File: config.mk
export PLATFORM = sky130hd
export DESIGN_NAME = afc_flow
export DESIGN_NICKNAME = d
export VERILOG_FILES = /design/src/rtl/afc_pkg.sv /design/src/rtl/afc_flow.sv /design/src/rtl/afc_sync.sv /design/src/rtl/afc_fifo.sv
export VERILOG_INCLUDE_DIRS = /design/src /design/src/rtl
export SDC_FILE = /design/constraint.sdc
export NUM_CORES = 1
export LEC_CHECK = 0
export ABC_AREA = 1
export BUFFER_PORTS_ARGS = -buffer_cell sky130_fd_sc_hd__buf_4
export CAP_MARGIN = 40
export CORE_MARGIN = 5
export CORE_UTILIZATION = 55
export CTS_BUF_LIST = sky130_fd_sc_hd__clkbuf_4
export DETAILED_ROUTE_END_ITERATION = 16
export PLACE_DENSITY_LB_ADDON = 0.3
export SLEW_MARGIN = 25
export SYNTH_ARGS = -nofsm -noshare
export SYNTH_HDL_FRONTEND = slang
export SYNTH_SLANG_ARGS = --single-unit
export TNS_END_PERCENT = 5
File: constraint.sdc
create_clock -name clock -period 6.12 [get_ports clock]
set_input_delay 0 -clock clock [delete_from_list [all_inputs] [get_ports clock]]
set_output_delay 0 -clock clock [all_outputs]
set_load 0.02 [all_outputs]
File: src/rtl/afc_regs.svh
// Register offsets, field positions and levels of the flow-control block.
`ifndef AFC_REGS_SVH
`define AFC_REGS_SVH
`define AFC_ADDR_CTRL   12'h000
`define AFC_ADDR_STAT   12'h004
`define AFC_ADDR_TXD    12'h008
`define AFC_CTRL_RST    8'h00
`define AFC_B_FIFO_EN   0
`define AFC_B_RTS       1
`define AFC_B_DMA       3
`define AFC_B_AFE       5
`define AFC_F_TRIG      7:6
`define AFC_S_DCTS      0
`define AFC_S_CTS       1
`define AFC_S_RTS       2
`define AFC_S_TXBUSY    3
`define AFC_F_TXLVL     8:4
`define AFC_TRIG1       2'h0
`define AFC_TRIG4       2'h1
`define AFC_TRIG8       2'h2
`define AFC_TRIG14      2'h3
`define AFC_LVL1        5'h01
`define AFC_LVL4        5'h04
`define AFC_LVL8        5'h08
`define AFC_RX_LAST     5'h0f
`define AFC_RX_FULL     5'h10
`endif

File: src/rtl/afc_pkg.sv
// Types shared by the flow-control block.
package afc_pkg;
  typedef struct packed {
    logic [1:0] trig;
    logic       afe;
    logic       dma_mode;
    logic       rts_bit;
    logic       fifo_en;
  } afc_ctrl_s;
  typedef struct packed {
    logic [4:0] level;
    logic       char_busy;
    logic       first_bit;
    logic       rbr_read;
  } afc_rx_s;
  typedef enum logic {AFC_TX_IDLE, AFC_TX_SEND} afc_tx_e;
endpackage

File: src/rtl/afc_flow.sv
// UART autoflow control and transmit DMA request logic with an APB register slave.
// Functional notes
// - FIFO mode: select bit picks DMA signalling type.
// - Non-FIFO mode always uses DMA mode 0.
// - Mode 0 requests one transfer at once.
// - Mode 1 requests until transmit FIFO full.
// - Auto-CTS: start byte only while CTS active.
// - CTS drop: finish byte, hold, resume later.
// - Flow control on: CTS changes raise nothing.
// - No auto-CTS: send regardless of CTS.
// - Levels 1/4/8: drop RTS at trigger level.
// - One more byte accepted after RTS drop.
// - Levels 1/4/8: raise RTS when FIFO empties.
// - Level 14: drop RTS at sixteenth character.
// - Level 14: raise RTS when space allows.
// - Full at level 14: first read raises RTS.
// - Trigger level is 1, 4, 8 or 14.
// - Full autoflow needs enable and RTS bit set.
`timescale 1ns/1ps
`include "afc_regs.svh"
module afc_flow #(
  parameter int AW    = 12,
  parameter int DEPTH = 16
) (
  // Clock and reset
  input  wire logic             clock,
  input  wire logic             nrst,
  // APB slave
  input  wire logic             psel,
  input  wire logic             penable,
  input  wire logic             pwrite,
  input  wire logic [AW-1:0]    paddr,
  input  wire logic [31:0]      pwdata,
  output logic                  pready,
  output logic [31:0]           prdata,
  output logic                  pslverr,
  // Transmit serializer handshake
  output logic                  tx_load,
  output logic [7:0]            tx_byte,
  input  wire logic             tx_byte_done,
  // Receive path status
  input  wire afc_pkg::afc_rx_s rx_info,
  // Modem lines and DMA request
  input  wire logic             clear_to_send_input_n,
  output logic                  request_to_send_output_n,
  output logic                  tx_dma_request_ch0_n
);
  import afc_pkg::*;

  localparam int LW = $clog2(DEPTH + 1);

  afc_ctrl_s ctrl_r;
  afc_ctrl_s ctrl_nxt;
  afc_tx_e   st_r;
  afc_tx_e   st_nxt;
  logic      dcts_r;
  logic      dcts_nxt;
  logic      cts_prev_r;
  logic      hold_r;
  logic      hold_nxt;
  logic      cts_n_s;
  logic      fifo_in_ready;
  logic      fifo_out_valid;
  logic [7:0] fifo_out_data;
  logic [LW-1:0] tx_level;
  logic [7:0] ctrl_word;
  logic [8:0] stat_word;

  afc_sync #(
    .RST_VAL (1'b1)
  ) u_cts_sync (
    .clock (clock),
    .nrst  (nrst),
    .din   (clear_to_send_input_n),
    .dout  (cts_n_s)
  );

  // APB decode; every access takes one wait state, TX data writes stall while full.
  wire acc       = psel & penable;
  wire sel_ctrl  = (paddr == AW'(`AFC_ADDR_CTRL));
  wire sel_stat  = (paddr == AW'(`AFC_ADDR_STAT));
  wire sel_txd   = (paddr == AW'(`AFC_ADDR_TXD));
  wire mapped    = sel_ctrl | sel_stat | sel_txd;
  wire txd_wr    = acc & pwrite & sel_txd;
  wire non_fifo  = ~ctrl_r.fifo_en;
  wire tx_empty  = (tx_level == '0);
  wire tx_room   = fifo_in_ready & (ctrl_r.fifo_en | tx_empty);
  wire tx_full   = ~tx_room;
  wire pready_nx = acc & ~pready & (~txd_wr | tx_room);
  wire done      = acc & pready;
  wire wr_ctrl   = done & pwrite & sel_ctrl;
  wire wr_stat   = done & pwrite & sel_stat;
  wire push      = done & pwrite & sel_txd;
  wire rd_take   = pready_nx & ~pwrite;

  // Flow-control enables.
  wire auto_cts  = ctrl_r.afe;
  wire auto_rts  = ctrl_r.afe & ctrl_r.rts_bit;
  wire rts_bit_w = ctrl_r.rts_bit;
  wire cts_act   = ~cts_n_s;
  wire cts_chg   = cts_prev_r ^ cts_n_s;
  wire mode1     = ctrl_r.fifo_en & ctrl_r.dma_mode;
  wire dma_req_n = mode1 ? tx_full : ~tx_empty;

  // A byte may start only from idle; with auto-CTS the line is checked here.
  wire cts_ok    = ~auto_cts | cts_act;
  wire can_start = (st_r == AFC_TX_IDLE) & fifo_out_valid & cts_ok;

  // Trigger level lookup.
  wire is14      = (ctrl_r.trig == `AFC_TRIG14);
  wire [4:0] trig_lvl = (ctrl_r.trig == `AFC_TRIG1) ? `AFC_LVL1 :
                        (ctrl_r.trig == `AFC_TRIG4) ? `AFC_LVL4 : `AFC_LVL8;
  wire rx_full   = (rx_info.level == `AFC_RX_FULL);
  wire rx_last   = (rx_info.level == `AFC_RX_LAST);

  // Drop and raise conditions; drop wins when both could apply.
  wire drop_low  = (rx_info.level >= trig_lvl);
  wire raise_low = (rx_info.level == '0);
  wire drop_14   = rx_full ? ~rx_info.rbr_read
                           : (rx_info.first_bit & rx_last);
  wire raise_14  = (rx_full & rx_info.rbr_read)
                 | (~rx_full & ~rx_info.char_busy)
                 | (rx_info.level < `AFC_RX_LAST);
  wire drop_any  = is14 ? drop_14 : drop_low;
  wire raise_any = is14 ? raise_14 : raise_low;

  afc_fifo #(
    .W (8),
    .D (DEPTH)
  ) u_tx_fifo (
    .clock     (clock),
    .nrst      (nrst),
    .in_valid  (push),
    .in_ready  (fifo_in_ready),
    .in_data   (pwdata[7:0]),
    .out_valid (fifo_out_valid),
    .out_ready (can_start),
    .out_data  (fifo_out_data),
    .level     (tx_level)
  );

  always_comb begin
    ctrl_nxt = ctrl_r;
    if (wr_ctrl) begin
      ctrl_nxt.fifo_en  = pwdata[`AFC_B_FIFO_EN];
      ctrl_nxt.rts_bit  = pwdata[`AFC_B_RTS];
      ctrl_nxt.dma_mode = pwdata[`AFC_B_DMA];
      ctrl_nxt.afe      = pwdata[`AFC_B_AFE];
      ctrl_nxt.trig     = pwdata[`AFC_F_TRIG];
    end
  end

  always_comb begin
    ctrl_word                 = '0;
    ctrl_word[`AFC_B_FIFO_EN] = ctrl_r.fifo_en;
    ctrl_word[`AFC_B_RTS]     = ctrl_r.rts_bit;
    ctrl_word[`AFC_B_DMA]     = ctrl_r.dma_mode;
    ctrl_word[`AFC_B_AFE]     = ctrl_r.afe;
    ctrl_word[`AFC_F_TRIG]    = ctrl_r.trig;
    stat_word                 = '0;
    stat_word[`AFC_S_DCTS]    = dcts_r;
    stat_word[`AFC_S_CTS]     = cts_act;
    stat_word[`AFC_S_RTS]     = ~request_to_send_output_n;
    stat_word[`AFC_S_TXBUSY]  = (st_r == AFC_TX_SEND);
    stat_word[`AFC_F_TXLVL]   = 5'(tx_level);
  end

  wire [31:0] rd_mux = sel_ctrl ? {24'h000000, ctrl_word} :
                       sel_stat ? {23'h000000, stat_word} : 32'h00000000;

  // The change flag is masked while auto-CTS owns the line; a new change beats a clear.
  always_comb begin
    dcts_nxt = dcts_r;
    if (wr_stat && pwdata[`AFC_S_DCTS]) begin
      dcts_nxt = 1'b0;
    end
    if (cts_chg && !auto_cts) begin
      dcts_nxt = 1'b1;
    end
  end

  // Once a byte is handed over it always completes; only the next start is gated.
  always_comb begin
    st_nxt = st_r;
    case (st_r)
      AFC_TX_IDLE: begin
        if (can_start) begin
          st_nxt = AFC_TX_SEND;
        end
      end
      AFC_TX_SEND: begin
        if (tx_byte_done) begin
          st_nxt = AFC_TX_IDLE;
        end
      end
      default: st_nxt = AFC_TX_IDLE;
    endcase
  end

  // Receive data is never refused here, so the extra byte after a drop still lands.
  always_comb begin
    hold_nxt = hold_r;
    if (!auto_rts) begin
      hold_nxt = 1'b0;
    end else if (drop_any) begin
      hold_nxt = 1'b1;
    end else if (raise_any) begin
      hold_nxt = 1'b0;
    end
  end

  always_ff @(posedge clock) begin
    if (!nrst) begin
      ctrl_r     <= afc_ctrl_s'(6'h00);
      st_r       <= AFC_TX_IDLE;
      dcts_r     <= 1'b0;
      cts_prev_r <= 1'b1;
      hold_r     <= 1'b0;
    end else begin
      ctrl_r     <= ctrl_nxt;
      st_r       <= st_nxt;
      dcts_r     <= dcts_nxt;
      cts_prev_r <= cts_n_s;
      hold_r     <= hold_nxt;
    end
  end

  always_ff @(posedge clock) begin
    if (!nrst) begin
      pready  <= 1'b0;
      pslverr <= 1'b0;
      prdata  <= 32'h00000000;
    end else begin
      pready  <= pready_nx;
      pslverr <= pready_nx & ~mapped;
      if (rd_take) begin
        prdata <= rd_mux;
      end
    end
  end

  always_ff @(posedge clock) begin
    if (!nrst) begin
      tx_load                  <= 1'b0;
      tx_byte                  <= 8'h00;
      request_to_send_output_n <= 1'b1;
      tx_dma_request_ch0_n     <= 1'b1;
    end else begin
      tx_load <= can_start;
      if (can_start) begin
        tx_byte <= fifo_out_data;
      end
      request_to_send_output_n <= auto_rts ? hold_nxt : ~ctrl_r.rts_bit;
      tx_dma_request_ch0_n     <= dma_req_n;
    end
  end

  property p_dma_mode1;
    @(posedge clock) disable iff (!nrst)
      mode1 |=> (tx_dma_request_ch0_n == $past(tx_full));
  endproperty
  a_dma_mode1: assert property (p_dma_mode1)
    else $error("mode 1 request does not follow FIFO full");

  // The last reset edge loads the idle level, so an attempt may only start out of reset.
  property p_dma_mode0;
    @(posedge clock) disable iff (!nrst)
      (nrst && (non_fifo || !ctrl_r.dma_mode)) |=>
        (tx_dma_request_ch0_n == !$past(tx_empty));
  endproperty
  a_dma_mode0: assert property (p_dma_mode0)
    else $error("mode 0 request does not follow FIFO empty");

  property p_cts_gate;
    @(posedge clock) disable iff (!nrst)
      (st_r == AFC_TX_IDLE && auto_cts && cts_n_s) |=> !tx_load;
  endproperty
  a_cts_gate: assert property (p_cts_gate)
    else $error("byte started while CTS inactive");

  property p_byte_once;
    @(posedge clock) disable iff (!nrst)
      tx_load |-> (st_r == AFC_TX_SEND) ##1 !tx_load;
  endproperty
  a_byte_once: assert property (p_byte_once)
    else $error("second byte started during a byte");

  property p_no_msi;
    @(posedge clock) disable iff (!nrst)
      (auto_cts && !dcts_r) |=> !dcts_r;
  endproperty
  a_no_msi: assert property (p_no_msi)
    else $error("CTS change flagged under flow control");

  property p_free_send;
    @(posedge clock) disable iff (!nrst)
      (st_r == AFC_TX_IDLE && fifo_out_valid && !ctrl_r.afe) |=> tx_load;
  endproperty
  a_free_send: assert property (p_free_send)
    else $error("byte held without auto-CTS");

  property p_rts_trig;
    @(posedge clock) disable iff (!nrst)
      (auto_rts && !is14 && rx_info.level >= trig_lvl) |=> request_to_send_output_n;
  endproperty
  a_rts_trig: assert property (p_rts_trig)
    else $error("RTS not dropped at trigger level");

  property p_rts_empty;
    @(posedge clock) disable iff (!nrst)
      (auto_rts && !is14 && rx_info.level == '0) |=> !request_to_send_output_n;
  endproperty
  a_rts_empty: assert property (p_rts_empty)
    else $error("RTS not raised on empty receive FIFO");

  property p_rts_16th;
    @(posedge clock) disable iff (!nrst)
      (auto_rts && is14 && rx_last && rx_info.first_bit) |=> request_to_send_output_n;
  endproperty
  a_rts_16th: assert property (p_rts_16th)
    else $error("RTS not dropped at sixteenth character");

  property p_rts_full_read;
    @(posedge clock) disable iff (!nrst)
      (auto_rts && is14 && rx_full && rx_info.rbr_read) |=> !request_to_send_output_n;
  endproperty
  a_rts_full_read: assert property (p_rts_full_read)
    else $error("RTS not raised by read of full FIFO");

  property p_rts_14_room;
    @(posedge clock) disable iff (!nrst)
      (auto_rts && is14 && rx_info.level < `AFC_RX_LAST) |=> !request_to_send_output_n;
  endproperty
  a_rts_14_room: assert property (p_rts_14_room)
    else $error("RTS not raised with room in receive FIFO");

  property p_rts_manual;
    @(posedge clock) disable iff (!nrst)
      !ctrl_r.afe |=> (request_to_send_output_n == !$past(rts_bit_w));
  endproperty
  a_rts_manual: assert property (p_rts_manual)
    else $error("RTS does not follow control bit");
endmodule

File: src/rtl/afc_sync.sv
// Three-stage synchroniser that accepts a change once stages two and three agree.
`timescale 1ns/1ps
module afc_sync #(
  parameter logic RST_VAL = 1'b1
) (
  // Clock and reset
  input  wire logic clock,
  input  wire logic nrst,
  // Pin side and synchronised level
  input  wire logic din,
  output logic      dout
);
  logic s1_r;
  logic s2_r;
  logic s3_r;

  always_ff @(posedge clock) begin
    if (!nrst) begin
      s1_r <= RST_VAL;
      s2_r <= RST_VAL;
      s3_r <= RST_VAL;
      dout <= RST_VAL;
    end else begin
      s1_r <= din;
      s2_r <= s1_r;
      s3_r <= s2_r;
      if (s2_r == s3_r) begin
        dout <= s3_r;
      end
    end
  end
endmodule

File: src/rtl/afc_fifo.sv
// Flip-flop FIFO with valid and ready on both sides.
`timescale 1ns/1ps
module afc_fifo #(
  parameter int W = 8,
  parameter int D = 16,
  parameter int AW = $clog2(D),
  parameter int LW = $clog2(D + 1)
) (
  // Clock and reset
  input  wire logic          clock,
  input  wire logic          nrst,
  // Fill side
  input  wire logic          in_valid,
  output logic               in_ready,
  input  wire logic [W-1:0]  in_data,
  // Drain side
  output logic               out_valid,
  input  wire logic          out_ready,
  output logic [W-1:0]       out_data,
  output logic [LW-1:0]      level
);
  logic [W-1:0]  mem_r [D];
  logic [AW-1:0] wr_r;
  logic [AW-1:0] rd_r;
  logic [LW-1:0] cnt_r;
  wire           push = in_valid & in_ready;
  wire           pop  = out_valid & out_ready;

  assign in_ready  = (cnt_r != LW'(D));
  assign out_valid = (cnt_r != '0);
  assign out_data  = mem_r[rd_r];
  assign level     = cnt_r;

  always_ff @(posedge clock) begin
    if (push) begin
      mem_r[wr_r] <= in_data;
    end
  end

  always_ff @(posedge clock) begin
    if (!nrst) begin
      wr_r  <= '0;
      rd_r  <= '0;
      cnt_r <= '0;
    end else begin
      if (push) begin
        wr_r <= (wr_r == AW'(D - 1)) ? '0 : wr_r + 1'b1;
      end
      if (pop) begin
        rd_r <= (rd_r == AW'(D - 1)) ? '0 : rd_r + 1'b1;
      end
      cnt_r <= cnt_r + LW'(push) - LW'(pop);
    end
  end
endmodule

==> reports/results.tsv, run 1 <==
metric	value	unit
cts-buffers-inserted	17	
cts_htree_levels	4	
synth_ff_type	edfxtp_1	
path_common_cell	inv_1	
pwr-share-clk	22.7	%
hold_viol_final	0	
relSlewSlack	43.9	%
cp_data_arrival_time	3.56	ns
fin_tns_setup	0	ns
cts_resized	0	
seq_area	0.00483	mm2
remaining_drc_errors	0	
ys_seq_area_share	59.0	%
period_share	50.3	%
area_growth	13.4	%
antenna_found_initial	1	
dp_hpwl	11.4	mm
path_clk_slew	0.14	ns
crit_fanout	20	
ys.warnings.count	0	
drive_above_1_share	11.3	%
start_util	56.3	%
clock.fmax	325	MHz
outcome	finished clean	
synth_area	0.00818	mm2
dp_cells	1125	
fin_total_pwr	0.00298	W
cp-end-kind	flop	
grt_pass1_wl	28.7	mm
internal_power	0.00193	W
dr.first_iter.drc_count	593	
core_area	0.0145	mm2
cp_slowest_cell	ha_1	
power_frac_comb	31.2	%
postCtsHoldBufs	35	
cp-start-kind	flop	
slowest_delay	0.41	ns
numClockSinks	177	
drt-vias-per-instance	5.17	
async_flop_share	0	%
io_pins	104	
synth-edff-count	128	
n_fill_cell	1188	
avgSynthCellArea	8.93	um2
fin_crit	3.08	ns
power_density	321	mW/mm2
routed-via-count	6187	
maxSlewViolCount	0	
grt_usage	20.8	%
routed_wl	18.2	mm
grt_pass1_vias	5735	
dr.pass1.iters	5	
p_leak	4.12	nW
wl_per_cell	15.3	um
fin_nets	1072	
syn_inst	916	
die_h	132	um
fin_cells	1196	
portBuffers	56	
synth-seq-cells	177	
tightest_slew	0.839	ns
dieArea	0.0174	mm2
peakVddDrop	0.202	mV
place_congestion	0.841	
hold_class	input port to flop	
clk_latency	0.58	ns
postCtsSetupBuffers	0	
ys_types	30	
multi_input_area	0.00258	mm2
setup_violations	0	
rows	44	
criticalPathCategory	flop to flop	
p_sw	0.00104	W
fin_skew	0.0157	ns
seqPwrFrac	46.0	%
die_width	132	um
swShare	35.1	%
rsz0062_at_grt	false	
cts_root_buf	clkbuf_4	
ant_nets	0	
cts_tree	done	
cp.required	6.60	ns
grt_overflow	0	
grt_max_degree	68	
clockBufferDepth	2	
cp_cell_sequence	inv_1, ha_1, nand4_1, nand2_2, inv_1, ha_1, inv_1, ha_1, fa_1, nand2_1, inv_1, o21ai_0, and3_1, nor3_1	
maxCapViolations	0	
registers in the layout (all words and copies together), names as in the netlist, 4 cells and up:
register         cells
prdata               9
u_tx_fifo.rd_r       4
u_tx_fifo.mem_r    128
u_tx_fifo.wr_r       4
u_tx_fifo.level      5
ctrl_r               4
tx_byte              8
cells in the mapped netlist (2+ instances only):
master,instances,area [um2]
nand2_1,280,1050
edfxtp_1,128,3840
inv_1,125,469
nand3_1,114,571
nor2_1,72,270
dfxtp_1,49,981
buf_4,31,233
a21oi_1,24,120
buf_2,16,80.1
ha_1,14,175
o21ai_0,11,55.1
nand4_1,9,56.3
clkbuf_1,8,30.0
inv_2,4,15.0
nand2_2,4,25.0
or2_2,4,25.0
clkinv_1,3,11.3
xor2_1,3,26.3
buf_1,2,7.51
nor2_2,2,12.5
nor2_4,2,22.5
nor3_1,2,10.0
o21ai_1,2,10.0
area by class of cell:
| type | instances | share of cell area [%] |
|---|---|---|
| multi-input combinational | 571 | 27.8 |
| tap | 184 | 2.48 |
| clock buffer | 21 | 1.70 |
| antenna | 1 | 0.0270 |
| timing repair buffer | 99 | 9.15 |
| sequential | 177 | 52.0 |
| clock inverter | 11 | 1.47 |
| inverter | 132 | 5.34 |
cells by family (layout without fill, tap and decap cells):
group | after synthesis | after routing | share of synthesized area, %
buffers and inverters | 190 | 263 | 10.5
adders and majority gates | 15 | 15 | 2.39
AOI/OAI and AO/OA | 38 | 38 | 2.36
xor gates and xnor gates | 3 | 3 | 0.321
and+or+nand+nor | 492 | 492 | 25.4
DFF | 177 | 177 | 59.0
other | 1 | 24 | 0.0459
worst paths after layout:
kind                      startpoint            endpoint  slack [ns]  depth (start not counted)
hold / removal              paddr[0]   u_tx_fifo.wr_r[0]        0.05                          9
setup reg to reg  u_tx_fifo.level[3]  u_tx_fifo.level[4]        3.04                         14
setup / recovery  u_tx_fifo.level[3]  u_tx_fifo.level[4]        3.04                         14
hold reg to reg      u_cts_sync.s1_r     u_cts_sync.s2_r        0.43                          1
placed cells by master, fill, tap and decap left out, drive strengths merged, types with 23 or more instances in the layout:
cell type and count:
a21oi 24, buf 64, conb 23, dfxtp 49, dlygate4sd3 35, edfxtp 128, inv 132, nand2 284
nand3 114, nor2 77
metal layers:
layer / part of all wire (%) / vias to the layer above / track usage, %
met5: 0 / - / 0
met4: 3.3 / 0 / 9.89
met3: 6.3 / 51 / 3.97
met2: 49 / 236 / 34.3
met1: 42 / 2862 / 26.6
li1: - / 3038 / -
through the flow:
step	instance area [um2]	setup slack, ns	util (%)	hold WS [ns]
final	9270	3.04	63.8	0.0482
after global routing	9270	2.72	63.8	0.0562
after CTS	9250	3.06	63.7	0.00926
after detailed placement	8610	3.07	59.2	0.194
after global placement	8580	3.14	59.0	0.190
after floorplan	8260	3.60	-	0.0989
power groups by stage:
| stage | Sequential (W) | Clock, W | Combinational [W] |
|---|---|---|---|
| 4_1_cts | 0.00137 | 0.000682 | 0.000928 |
| 5_1_grt | 0.00138 | 0.000730 | 0.00106 |
| 3_5_place_dp | 0.00140 | 0 | 0.000908 |
| 2_1_floorplan | 0.00142 | 0 | 0.000653 |
| 6_report | 0.00137 | 0.000677 | 0.000929 |
| 3_3_place_gp | 0.00139 | 0 | 0.000874 |
critical path: cells and delay by family (launching register included):
kind | cells | cell delay, ns
flip-flops | 1 | 0.35
AO/OA/AOI/OAI | 1 | 0.21
adder cells (fa/ha/maj) | 4 | 1.21
AND/OR/NAND/NOR | 5 | 0.68
buffers and inverters | 4 | 0.52
Power figures use the tool's default switching activity.
==> inputs of run 2 (changes only) <==
Settings changed: ABC_AREA 1 to 0, CORE_UTILIZATION 55 to 54.
Clock period 6.12 ns to 2.5 ns, I/O delays scaled along.
==> run 2 against run 1 <==
  * The run now ends with setup timing left
  * Setup slack lost 3.1 ns
  * Die area shrank 7.2%
  * Synthesized area shrank 9.5%
  * Via count shrank 26%
  * Fmax grew 22%
  * Cell count shrank 33%
  * Core utilization grew 2.4 points
  * Flip-flop and latch count is the same
  * Non-clock buffer count grew 23
  * Worst hold slack lost 0.0055 ns
  * Clock power grew 140%
  * Critical path type unchanged
  * Largest power group unchanged
  * Highest routed layer unchanged
==> reports/results.tsv, run 2 <==
metric	value	unit
timing.final.ws_setup	-0.0258	ns
synthTopCellsByCount	edfxtp_1 (128), dfxtp_1 (49), mux4_2 (32), nand2_1 (32), mux2i_1 (28)	
yosysMostFrequentCell	edfxtp_1	
dpl_cell_area	0.00812	mm2
outcome	finished with violations	
cts_htree_levels	4	
cts_tree	done	
met2_length	7.85	mm
async_flop_share	0	%
clockBufferDepth	2	
cp-start-kind	flop	
yosysTopAreaCell	edfxtp_1	
relSlewSlack	63.3	%
hold_class	input port to flop	
grt_pass1_wl	25.0	mm
rows	42	
maxSlewViolCount	0	
clock.fmax	396	MHz
setup_violations	1	
cp.required	2.96	ns
die_h	127	um
cts_root_buf	clkbuf_4	
dr_wl_met3	1.01	mm
final_common_cell	edfxtp_1	
path_clk_slew	0.14	ns
dp_hpwl	10.3	mm
grt_max_degree	36	
top_layer	met4	
drt-vias-per-instance	5.71	
hold_viol_final	0	
avgSynthCellArea	15.2	um2
grt_pass1_vias	4807	
clk_latency	0.55	ns
criticalPathCategory	flop to flop	
tightest_slew	0.545	ns
cp_data_arrival_time	2.99	ns
dp_cells	727	
grt_usage	20.4	%
fin_cells	797	
period_share	101	%
ys.warnings.count	0	
portBuffers	56	
io_pins	104	
area_growth	19.3	%
crit_fanout	2	
core_area	0.0133	mm2
synth_ff_type	edfxtp_1	
swShare	29.1	%
p_sw	0.00207	W
p_leak	3.18	nW
violations	setup timing	
drive_above_1_share	28.1	%
place_congestion	0.828	
rsz0062_at_grt	true	
synth-edff-count	128	
internal_power	0.00504	W
synth.area.top_cells	edfxtp_1 (52%), dfxtp_1 (13%), mux4_2 (9.7%)	
route.layer.met1.wl	6.36	mm
ys_seq_area_share	65.2	%
wl_per_cell	19.6	um
fin_nets	681	
power_frac_comb	29.5	%
fin_skew	0.0185	ns
reg_top3	u_tx_fifo.mem_r: 128 flops, prdata: 9 flops, tx_byte: 8 flops	
fin_crit	2.53	ns
ys_types	50	
cts-buffers-inserted	17	
ant_nets	0	
start_util	55.5	%
dieArea	0.0161	mm2
maxCapViolations	0	
largest_reg_flops	128	
n_fill_cell	968	
synth-seq-cells	177	
peakVddDrop	0.446	mV
pwr-share-clk	22.9	%
regMostFlops	u_tx_fifo.mem_r	
die_width	127	um
power_density	805	mW/mm2
yosys.area.top_type_share	51.9	%
seqPwrFrac	47.6	%
synth_area	0.00740	mm2
grt_overflow	0	
routed-via-count	4549	
final_area	0.00883	mm2
dr.pass1.iters	5	
syn_inst	486	
final_cell_mix	edfxtp_1 (128), buf_4 (86), dfxtp_1 (45)	
remaining_drc_errors	0	
cp-end-kind	flop	
antenna_found_initial	1	
numClockSinks	177	
dr.first_iter.drc_count	356	
routed_wl	15.6	mm
==> run 2: cell types whose count changed in the layout (fill, tap and decap cells not counted), sizes merged, moves of 8 or more <==
cell and delta:
mux4 +32, o221ai +8, mux2i +28, and3 +16
nand3 -98, nor2 -62, nand2 -252, inv -114
buf +23
==> run 2: area by class of cell <==
cell class,instances,area (um2),area share (%)
Sequential cell,177,4830,54.7
Multi-Input combinational cell,272,2400,27.1
Timing Repair Buffer,122,1020,11.5
Tap cell,176,220,2.49
Clock buffer,21,158,1.79
Clock inverter,11,139,1.57
Inverter,17,66.3,0.751
Antenna cell,1,2.50,0.0283
==> run 2: final timing paths <==
kind                       from                  to  slack (ns)  depth (start not counted)
max          u_tx_fifo.level[2]  u_tx_fifo.level[4]       -0.03                         13
min                    paddr[0]              dcts_r        0.04                          4
max reg2reg  u_tx_fifo.level[2]  u_tx_fifo.level[4]       -0.03                         13
min reg2reg     u_cts_sync.s1_r     u_cts_sync.s2_r        0.43                          1
==> run 2: kinds of logic (layout without fill, tap and decap cells) <==
group,Yosys count,after routing,share of synthesized area [%]
flip-flops,177,177,65.2
AND/OR/NAND/NOR,112,112,8.67
multiplexers,60,60,13.5
buffers and inverters,59,171,4.33
AO/OA/AOI/OAI,56,56,4.90
adder cells (fa/ha/maj),15,15,2.64
XOR/XNOR,6,6,0.710
other,1,24,0.0507
==> run 2: per-stage QoR <==
step	setup slack, ns	power, W	util, %	setup TNS [ns]	hold slack, ns
final	-0.0258	0.00711	66.2	-0.0258	0.0427
after detailed placement	-0.0618	0.00540	60.8	-0.0618	0.189
after CTS	0.00263	0.00708	65.8	0	0.00193
after floorplan	0.0191	0.00478	-	0	0.0989
after global placement	0.0235	0.00535	60.8	0	0.188
after global routing	-0.147	0.00751	66.2	-0.195	0.00842
==> run 2: routing by layer <==
| layer | track usage [%] | vias up |
|---|---|---|
| met5 | 0 | - |
| met2 | 34.8 | 195 |
| met1 | 24.8 | 2249 |
| li1 | - | 2074 |
| met3 | 5.34 | 31 |
| met4 | 8.01 | 0 |
==> run 2: critical path: stages (launching register included) <==
cell	delay (ns)
dfxtp_2	0.34
inv_2	0.08
ha_4	0.14
or4b_4	0.47
nand2_4	0.09
inv_4	0.04
ha_4	0.25
inv_2	0.04
ha_4	0.16
fa_2	0.39
a21oi_2	0.14
o21bai_1	0.08
xnor2_1	0.16
nor2_1	0.06
==> run 2: timing repair <==
item                                   in CTS  in global routing
buffers inserted                            1                  1
resized for setup                           5                  9
pin swaps                                   5                  7
endpoints found under the hold margin     169                  0
hold buffers                               35                  0
setup endpoints to repair                   1                 19
==> run 2: power by group through the flow <==
| stage | Clock [W] | Combinational (W) | Sequential [W] |
|---|---|---|---|
| 2_1_floorplan | 0 | 0.00127 | 0.00351 |
| 3_3_place_gp | 0 | 0.00192 | 0.00343 |
| 3_5_place_dp | 0 | 0.00196 | 0.00344 |
| 4_1_cts | 0.00166 | 0.00204 | 0.00338 |
| 5_1_grt | 0.00182 | 0.00229 | 0.00340 |
| 6_report | 0.00163 | 0.00210 | 0.00338 |
